==> config.mk <==
export PLATFORM = sky130hd
export DESIGN_NAME = rsf_exec
export DESIGN_NICKNAME = d
export VERILOG_FILES = /design/src/core/rsf_phase_gen.v /design/src/core/rsf_exec.v
export VERILOG_INCLUDE_DIRS = /design/src /design/src/core
export SDC_FILE = /design/constraint.sdc
export NUM_CORES = 1
export LEC_CHECK = 0
export BUFFER_PORTS_ARGS = -buffer_cell sky130_fd_sc_hd__buf_2
export CAP_MARGIN = 40
export CORE_AREA = 2 2 174 194
export CTS_BUF_LIST = sky130_fd_sc_hd__clkbuf_8
export DETAILED_ROUTE_END_ITERATION = 8
export DIE_AREA = 0 0 176 196
export PLACE_DENSITY = 0.47
export SYNTH_ARGS = -nofsm -noshare
export SYNTH_HDL_FRONTEND = slang
export SYNTH_SLANG_ARGS = --single-unit
export TNS_END_PERCENT = 5
==> constraint.sdc <==
create_clock -name clk -period 4.9 [get_ports clk]
set_input_delay 0.245 -clock clk [delete_from_list [all_inputs] [get_ports clk]]
set_output_delay 0.245 -clock clk [all_outputs]
set_load 0.05 [all_outputs]
==> src/core/rsf_consts.vh <==
// Constants for the register, stack and flag execution block.
`ifndef RSF_CONSTS_VH
`define RSF_CONSTS_VH
// Six-bit single-register opcodes, taken from opcode bits 7..2.
`define RSF_OP_SHR 6'h3b
`define RSF_OP_PUSH 6'h33
`define RSF_OP_PULL 6'h36
`define RSF_OP_SWAP_REG_STACK_OP 6'h32
`define RSF_OP_LDI 6'h08
`define RSF_OP_ADSZ 6'h0c
`define RSF_OP_NEG 6'h37
// Four-bit register-to-register opcodes, taken from opcode bits 7..4.
`define RSF_OP_REG_ADD_OP 4'h4
`define RSF_OP_REG_XOR_OP 4'h5
`define RSF_OP_RSWP 4'h6
`define RSF_OP_REG_AND_OP 4'h7
// Whole-byte opcodes.
`define RSF_OP_HALT 8'h00
`define RSF_OP_SAVF 8'h07
`define RSF_OP_RSTF 8'h0e
// Five-bit control flag opcodes, taken from opcode bits 7..3.
`define RSF_OP_SETF 5'h05
`define RSF_OP_PULF 5'h07
// Status flag byte field positions.
`define RSF_ST_EXT 7
`define RSF_ST_WRAP 6
`define RSF_ST_CARRY 5
// Control flag codes.
`define RSF_FC_USER_LO 3'h1
`define RSF_FC_USER_HI 3'h4
`define RSF_FC_SEL 3'h6
`define RSF_FC_INTERRUPT_ENABLE_FLAG 3'h7
// Microcycle phases, counted 1 to 8.
`define RSF_PHASES 4'h8
`define RSF_PH_PULSE_ON 4'h2
`define RSF_PH_PULSE_OFF 4'h6
// Reset values.
`define RSF_RST_STATUS 8'h00
`define RSF_RST_CTL 6'h00
`endif

==> src/core/rsf_phase_gen.v <==
// Microcycle phase counter producing phase numbers 1 to 8.
`timescale 1ns/1ps
`include "rsf_consts.vh"
module rsf_phase_gen (
   // Clock and reset.
   input wire clk,
   input wire rst_b,
   // Phase outputs.
   output reg [3:0] phase_q,
   output reg cycle_end_q
);
   reg [3:0] phase_d;
   always @* begin
      if (phase_q == `RSF_PHASES) begin
         phase_d = 4'h1;
      end else begin
         phase_d = phase_q + 4'h1;
      end
   end
   always @(posedge clk) begin
      if (!rst_b) begin
         phase_q <= 4'h1;
         cycle_end_q <= 1'b0;
      end else begin
         phase_q <= phase_d;
         cycle_end_q <= (phase_d == `RSF_PHASES);
      end
   end
endmodule

==> src/core/rsf_exec.v <==
// Register, stack and flag instruction execution unit.
`timescale 1ns/1ps
`include "rsf_consts.vh"
// Summary of operation
// - Plain shift right loads zero into bit seven.
// - Extended shift uses extension bit, then clears it.
// - Push copies accumulator down; deepest level lost.
// - Pull loads accumulator, stack up, zero fill.
// - Swap stack top with selected accumulator only.
// - Load immediate overwrites accumulator with operand.
// - Add immediate; zero result requests a skip.
// - Negate replaces accumulator with two's complement.
// - Register add writes destination, sets wrap, carry.
// - Register swap exchanges source and destination.
// - Register xor writes result into destination.
// - Register and writes result into destination.
// - Halt opcode stops until start input falls.
// - Save flags pushes status byte onto stack.
// - Restore flags pulls status byte, zero fill.
// - Status byte: ext, wrap, carry, general flags.
// - Additions set carry and wrap from result.
// - Control flag ops use five-bit opcode, code.
// - Pulse raises flag at phase two, drops six.
// - Set makes selected control flag active.
module rsf_exec #(
   parameter STACK_DEPTH = 16
) (
   // Clock and reset.
   input wire clk,
   input wire rst_b,
   // Instruction from the sequencer.
   input wire instr_valid,
   input wire [7:0] opcode,
   input wire [7:0] imm_data,
   // Start input.
   input wire start_in,
   // Execution status.
   output reg instr_done_q,
   output reg skip_next_q,
   output reg halted_q,
   // Accumulator zero for observation.
   output reg [7:0] acc0_q,
   // Status flags and stack top.
   output reg [7:0] status_q,
   output reg [7:0] stack_top_q,
   // Control flags.
   output reg shift_via_ext_q,
   output reg interrupt_enable_flag_q,
   output reg [3:0] user_flags_q
);
   // ****************************************
   // Storage and decode
   // ****************************************
   reg [7:0] acc_q [0:3];
   reg [7:0] stk_q [0:STACK_DEPTH-1];
   reg busy_q;
   reg [7:0] op_q;
   reg [7:0] imm_q;
   reg start_prev_q;
   reg pulse_on_q;
   reg [2:0] pulse_code_q;
   wire [3:0] phase;
   wire cycle_end;
   integer i;

   rsf_phase_gen u_phase (
      .clk(clk),
      .rst_b(rst_b),
      .phase_q(phase),
      .cycle_end_q(cycle_end)
   );

   // Selects one accumulator by its two-bit number.
   function [7:0] acc_sel;
      input [1:0] n;
      input [7:0] a0;
      input [7:0] a1;
      input [7:0] a2;
      input [7:0] a3;
      begin
         case (n)
            2'h0: acc_sel = a0;
            2'h1: acc_sel = a1;
            2'h2: acc_sel = a2;
            default: acc_sel = a3;
         endcase
      end
   endfunction

   // Instruction classes, one binary code for each decoded operation.
   localparam [3:0] CL_NONE = 4'b0000;
   localparam [3:0] CL_SHR = 4'b0001;
   localparam [3:0] CL_PUSH = 4'b0010;
   localparam [3:0] CL_PULL = 4'b0011;
   localparam [3:0] CL_SWAP_REG_STACK_OP = 4'b0100;
   localparam [3:0] CL_LDI = 4'b0101;
   localparam [3:0] CL_ADSZ = 4'b0110;
   localparam [3:0] CL_NEG = 4'b0111;
   localparam [3:0] CL_REG_ADD_OP = 4'b1000;
   localparam [3:0] CL_RSWP = 4'b1001;
   localparam [3:0] CL_REG_XOR_OP = 4'b1010;
   localparam [3:0] CL_REG_AND_OP = 4'b1011;
   localparam [3:0] CL_SAVF = 4'b1100;
   localparam [3:0] CL_RSTF = 4'b1101;
   localparam [3:0] CL_SETF = 4'b1110;
   localparam [3:0] CL_PULF = 4'b1111;

   // Sorts an opcode byte into its instruction class; halt and unknown codes give none.
   function [3:0] op_class;
      input [7:0] op;
      begin
         if (op == `RSF_OP_SAVF) begin
            op_class = CL_SAVF;
         end else if (op == `RSF_OP_RSTF) begin
            op_class = CL_RSTF;
         end else if (op[7:2] == `RSF_OP_SHR) begin
            op_class = CL_SHR;
         end else if (op[7:2] == `RSF_OP_PUSH) begin
            op_class = CL_PUSH;
         end else if (op[7:2] == `RSF_OP_PULL) begin
            op_class = CL_PULL;
         end else if (op[7:2] == `RSF_OP_SWAP_REG_STACK_OP) begin
            op_class = CL_SWAP_REG_STACK_OP;
         end else if (op[7:2] == `RSF_OP_LDI) begin
            op_class = CL_LDI;
         end else if (op[7:2] == `RSF_OP_ADSZ) begin
            op_class = CL_ADSZ;
         end else if (op[7:2] == `RSF_OP_NEG) begin
            op_class = CL_NEG;
         end else if (op[7:3] == `RSF_OP_SETF) begin
            op_class = CL_SETF;
         end else if (op[7:3] == `RSF_OP_PULF) begin
            op_class = CL_PULF;
         end else if (op[7:4] == `RSF_OP_REG_ADD_OP) begin
            op_class = CL_REG_ADD_OP;
         end else if (op[7:4] == `RSF_OP_RSWP) begin
            op_class = CL_RSWP;
         end else if (op[7:4] == `RSF_OP_REG_XOR_OP) begin
            op_class = CL_REG_XOR_OP;
         end else if (op[7:4] == `RSF_OP_REG_AND_OP) begin
            op_class = CL_REG_AND_OP;
         end else begin
            op_class = CL_NONE;
         end
      end
   endfunction

   wire [1:0] reg_r = op_q[1:0];
   wire [1:0] reg_s = op_q[3:2];
   wire [1:0] reg_d = op_q[1:0];
   wire [7:0] val_r = acc_sel(reg_r, acc_q[0], acc_q[1], acc_q[2], acc_q[3]);
   wire [7:0] val_s = acc_sel(reg_s, acc_q[0], acc_q[1], acc_q[2], acc_q[3]);
   wire [7:0] val_d = acc_sel(reg_d, acc_q[0], acc_q[1], acc_q[2], acc_q[3]);
   wire [3:0] cls = op_class(op_q);
   wire [8:0] sum_imm = {1'b0, val_r} + {1'b0, imm_q};
   wire [8:0] sum_reg = {1'b0, val_s} + {1'b0, val_d};
   wire [7:0] neg_r = (~val_r) + 8'h01;
   wire wrap_reg = (val_s[7] == val_d[7]) && (sum_reg[7] != val_d[7]);
   wire wrap_imm = (val_r[7] == imm_q[7]) && (sum_imm[7] != val_r[7]);

   // ****************************************
   // Instruction capture and halt
   // ****************************************
   always @(posedge clk) begin
      if (!rst_b) begin
         busy_q <= 1'b0;
         op_q <= 8'h00;
         imm_q <= 8'h00;
         halted_q <= 1'b0;
         start_prev_q <= 1'b0;
         instr_done_q <= 1'b0;
      end else begin
         start_prev_q <= start_in;
         instr_done_q <= 1'b0;
         if (halted_q) begin
            if (start_prev_q && !start_in) begin
               halted_q <= 1'b0;
               instr_done_q <= 1'b1;
            end
         end else if (!busy_q) begin
            if (instr_valid) begin
               busy_q <= 1'b1;
               op_q <= opcode;
               imm_q <= imm_data;
            end
         end else if (cycle_end) begin
            busy_q <= 1'b0;
            if (op_q == `RSF_OP_HALT) begin
               halted_q <= 1'b1;
            end else begin
               instr_done_q <= 1'b1;
            end
         end
      end
   end

   // ****************************************
   // Accumulators, stack and status flags
   // ****************************************
   wire exec = busy_q && cycle_end;
   always @(posedge clk) begin
      if (!rst_b) begin
         for (i = 0; i < 4; i = i + 1) begin
            acc_q[i] <= 8'h00;
         end
         status_q <= `RSF_RST_STATUS;
         skip_next_q <= 1'b0;
      end else begin
         skip_next_q <= 1'b0;
         if (exec) begin
            case (cls)
               CL_SHR: begin
                  if (shift_via_ext_q) begin
                     acc_q[reg_r] <= {status_q[`RSF_ST_EXT], val_r[7:1]};
                     status_q[`RSF_ST_EXT] <= 1'b0;
                  end else begin
                     acc_q[reg_r] <= {1'b0, val_r[7:1]};
                  end
               end
               CL_PULL: begin
                  acc_q[reg_r] <= stk_q[0];
               end
               CL_SWAP_REG_STACK_OP: begin
                  acc_q[reg_r] <= stk_q[0];
               end
               CL_LDI: begin
                  acc_q[reg_r] <= imm_q;
               end
               CL_ADSZ: begin
                  acc_q[reg_r] <= sum_imm[7:0];
                  skip_next_q <= (sum_imm[7:0] == 8'h00);
                  status_q[`RSF_ST_CARRY] <= sum_imm[8];
                  status_q[`RSF_ST_WRAP] <= wrap_imm;
               end
               CL_NEG: begin
                  acc_q[reg_r] <= neg_r;
               end
               CL_REG_ADD_OP: begin
                  acc_q[reg_d] <= sum_reg[7:0];
                  status_q[`RSF_ST_CARRY] <= sum_reg[8];
                  status_q[`RSF_ST_WRAP] <= wrap_reg;
               end
               CL_RSWP: begin
                  acc_q[reg_s] <= val_d;
                  acc_q[reg_d] <= val_s;
               end
               CL_REG_XOR_OP: begin
                  acc_q[reg_d] <= val_d ^ val_s;
               end
               CL_REG_AND_OP: begin
                  acc_q[reg_d] <= val_d & val_s;
               end
               CL_RSTF: begin
                  status_q <= stk_q[0];
               end
               default: begin
                  skip_next_q <= 1'b0;
               end
            endcase
         end
      end
   end

   // ****************************************
   // Hardware stack
   // ****************************************
   wire stk_push = exec && ((cls == CL_PUSH) || (cls == CL_SAVF));
   wire stk_pull = exec && ((cls == CL_PULL) || (cls == CL_RSTF));
   wire stk_swap = exec && (cls == CL_SWAP_REG_STACK_OP);
   wire [7:0] stk_in = (cls == CL_SAVF) ? status_q : val_r;
   always @(posedge clk) begin
      if (!rst_b) begin
         for (i = 0; i < STACK_DEPTH; i = i + 1) begin
            stk_q[i] <= 8'h00;
         end
      end else if (stk_push) begin
         stk_q[0] <= stk_in;
         for (i = 1; i < STACK_DEPTH; i = i + 1) begin
            stk_q[i] <= stk_q[i-1];
         end
      end else if (stk_pull) begin
         for (i = 0; i < STACK_DEPTH - 1; i = i + 1) begin
            stk_q[i] <= stk_q[i+1];
         end
         stk_q[STACK_DEPTH-1] <= 8'h00;
      end else if (stk_swap) begin
         stk_q[0] <= val_r;
      end
   end

   // ****************************************
   // Control flags
   // ****************************************
   // Turns a control flag code into a one-hot select; codes 0 and 5 select nothing.
   function [7:0] flag_hot;
      input [2:0] code;
      begin
         flag_hot = 8'h00;
         if ((code == `RSF_FC_SEL) || (code == `RSF_FC_INTERRUPT_ENABLE_FLAG) ||
             ((code >= `RSF_FC_USER_LO) && (code <= `RSF_FC_USER_HI))) begin
            flag_hot[code] = 1'b1;
         end
      end
   endfunction

   wire ctl_set = busy_q && (cls == CL_SETF) && (phase == `RSF_PH_PULSE_ON);
   wire ctl_pulse = busy_q && (cls == CL_PULF) && (phase == `RSF_PH_PULSE_ON);
   wire [7:0] set_hot = flag_hot(op_q[2:0]);
   wire [7:0] clr_hot = flag_hot(pulse_code_q);

   always @(posedge clk) begin
      if (!rst_b) begin
         {shift_via_ext_q, interrupt_enable_flag_q, user_flags_q} <= `RSF_RST_CTL;
         pulse_on_q <= 1'b0;
         pulse_code_q <= 3'h0;
      end else begin
         if (ctl_set || ctl_pulse) begin
            shift_via_ext_q <= shift_via_ext_q | set_hot[`RSF_FC_SEL];
            interrupt_enable_flag_q <= interrupt_enable_flag_q | set_hot[`RSF_FC_INTERRUPT_ENABLE_FLAG];
            user_flags_q <= user_flags_q | set_hot[4:1];
            pulse_on_q <= ctl_pulse;
            pulse_code_q <= op_q[2:0];
         end else if (pulse_on_q && (phase == `RSF_PH_PULSE_OFF)) begin
            pulse_on_q <= 1'b0;
            shift_via_ext_q <= shift_via_ext_q & ~clr_hot[`RSF_FC_SEL];
            interrupt_enable_flag_q <= interrupt_enable_flag_q & ~clr_hot[`RSF_FC_INTERRUPT_ENABLE_FLAG];
            user_flags_q <= user_flags_q & ~clr_hot[4:1];
         end
      end
   end

   // ****************************************
   // Observation outputs
   // ****************************************
   always @(posedge clk) begin
      if (!rst_b) begin
         acc0_q <= 8'h00;
         stack_top_q <= 8'h00;
      end else begin
         acc0_q <= acc_q[0];
         stack_top_q <= stk_q[0];
      end
   end
endmodule

==> flow_summary.ini <==
[status]
outcome = finished clean

[setup_path]
critPathTopFamily = compound AO/OA/AOI/OAI gates
endpoint_kind = flip-flop
crit_arrival_ns = 4.24
crit_buf_inv = 0
crit_path_start_kind = flip-flop
max_stage_delay_ns = 0.77
crit_type = reg -> reg
cp_max_fo = 11
path_cells = mux4_2, ha_1, fa_1, a21o_1, a21oi_1, o21ai_0, nor3b_1, a211oi_1, o221ai_1, a22o_1
cp.required_ns = 5.21
slowest_stage = dfxtp_1

[power]
ir_drop_mv = 0.153
p_int_mw = 3.09
power.share.combinational_pct = 9.5
clkPwrFrac_pct = 41.5
p_leak_nw = 4.67
switching_share_pct = 26.6
pwr-share-seq_pct = 49.0
powerDensity_mw_per_mm2 = 325
p_switching_mw = 1.12

[synthesis]
yosysSeqAreaShare_pct = 50.5
yosys.area.top_type = edfxtp_1
syn_area_mm2 = 0.0113
syn-instance-count = 1046
synth.net_count = 1088
ys_types = 86
synthTopCellsByArea = edfxtp_1 (34%), dfxtp_1 (16%), a22o_1 (7.4%)
synth_top_area_share_pct = 34.1
synth-async-reset-ratio_pct = 0
synthFlopType = edfxtp_1
avgSynthCellArea_um2 = 10.8
synth-edff-count = 128
synth_warnings = 0
ys_ff_latch = 220

[cts]
clk_pin_slew_ns = 0.06
tritoncts = built
htree_num_levels = 2
insertion_delay_ns = 0.56
clockBufferDepth = 3
cts_sinks = 220
cts_resized = 0
cts_made_buffers = 40
cts_root_buffer = clkbuf_8

[grt]
grtUsageTotal_pct = 19.2
met3_usage_pct = 3.82
busiest_layer = met2
grtUsageMet1_pct = 27.7
grt_max_degree = 109
grt_pass1_vias = 8466
overflow = 0
met2_usage_pct = 27.9
antenna_found_initial = 0
grt_pass1_wl_um = 51100

[timing]
rsz0062_at_grt = false
setup_tns_ns = 0
tightest_slew_ns = 0.891
slew_violations = 0
period_share_pct = 80.3
timing.hold.ws_ns = 0.159
slew_headroom_pct = 40.4
fin_skew_ns = 0.0205
period_needed_ns = 3.93
setup_viol = 0
finalHoldViolations = 0
max_clock_freq_ghz = 0.254

[job]
drv_cap = 0

[routing]
dr_total_vias = 8766
drt-initial-drc-count = 700
drcViolationCount = 0
firstDrtPassIters = 7
routed_wl_um = 32800
vias_per_cell = 5.56
antenna_left = 0
wl_per_cell_um = 20.8

[layout]
area_delta_synth_final_pct = 15.0
layout.nets = 1155
final_cell_mix = edfxtp_1 (128), nand2_1 (125), a22o_1 (95)
final_common_cell = edfxtp_1
fillers = 3201
diodes = 0
drive_above_1_share_pct = 16.2
fin_area_mm2 = 0.0129

[floorplanning]
coreArea_mm2 = 0.0327
die_h_um = 196
pin_count = 53
start_util_pct = 34.5
std_cell_rows = 70
die_area_mm2 = 0.0345
die_x_um = 176

[placed_design]
routabilityCongestion = 0.897
io_buffers = 52
dp_hpwl_um = 22900
placed_area_mm2 = 0.0120

[hold_path]
worstHoldPathType = in -> reg
sequential cells by signal, indices dropped and copies added (netlist names), 8 cells and up:
| signal | flops |
|---|---|
| acc0_q | 8 |
| acc_q | 32 |
| imm_q | 8 |
| op_q | 8 |
| stack_top_q | 8 |
| status_q | 8 |
| stk_q | 128 |
metrics by stage:
step / std cells / setup slack [ns] / power [mW] / util [%]
floorplan: 1046 / 1.22 / 2.36 / -
global placement: 1485 / 1.09 / 2.49 / 36.7
detailed placement: 1486 / 0.993 / 2.48 / 36.7
CTS: 1576 / 0.981 / 4.28 / 39.6
global route: 1576 / 0.688 / 4.39 / 39.6
finish: 1576 / 0.965 / 4.21 / 39.6
path summary, 6_finish.rpt:
check | slack (ns) | cells past startpoint | from | end
min | 0.16 | 4 | instr_valid | op_q[3]$_SDFFE_PN0P_
max | 0.97 | 10 | op_q[2]$_SDFFE_PN0P_ | acc_q[0][6]$_DFFE_PP_
min reg2reg | 0.45 | 1 | u_phase.phase_q[0]$_SDFF_PN1_ | u_phase.phase_q[0]$_SDFF_PN1_
max reg2reg | 0.97 | 10 | op_q[2]$_SDFFE_PN0P_ | acc_q[0][6]$_DFFE_PP_
cell usage after synthesis, types with 23 or more instances:
master / count
a21boi_0: 51
nand2_1: 125
clkbuf_1: 44
o21ai_0: 43
a22oi_1: 34
edfxtp_1: 128
a21oi_1: 27
and2_1: 26
dfxtp_1: 92
a22o_1: 95
nor2_1: 48
nor2b_1: 23
power groups by stage:
stage | sequential (mW) | clock (mW) | combinational (mW)
floorplan | 2.08 | 0 | 0.276
global placement | 2.10 | 0 | 0.387
detailed placement | 2.10 | 0 | 0.383
CTS | 2.06 | 1.82 | 0.396
global route | 2.07 | 1.89 | 0.435
finish | 2.06 | 1.75 | 0.399
routing by layer:
metal	vias to the layer above	wire length (um)
li1	4116	-
met3	87	2080
met1	4249	15400
met2	314	14100
met4	0	1310
met5	-	0
worst register-to-register path: cells and delay by family (launching register included):
family,cells,cell delay (ns)
AOI/OAI and AO/OA,6,1.44
DFF,1,0.77
adders and majority gates,2,0.68
muxes,1,0.63
and+or+nand+nor,1,0.18
cell type report:
class                      instances  area (um^2)  share of cell area [%]
clock buffer                      44          606                    4.68
timing repair buffer              99          672                    5.19
inverter                          20         75.1                   0.580
clock inverter                    29          183                    1.41
multi-input combinational        732         5180                    40.0
tap                              432          541                    4.18
sequential                       220         5690                    43.9
cell families after synthesis:
family,after synthesis,synth area share (%)
buffers and inverters,94,3.67
and+or+nand+nor,320,14.4
AOI/OAI and AO/OA,339,22.7
DFF,220,50.5
muxes,36,4.96
adders and majority gates,22,2.58
xor gates and xnor gates,15,1.17
repair_timing:
action | 4_1_cts | 5_1_grt
buffers inserted | 0 | 0
hold buffers | 17 | 0
endpoints found under the hold margin | 18 | 0
Note: power is estimated with default switching activity, not from simulation.
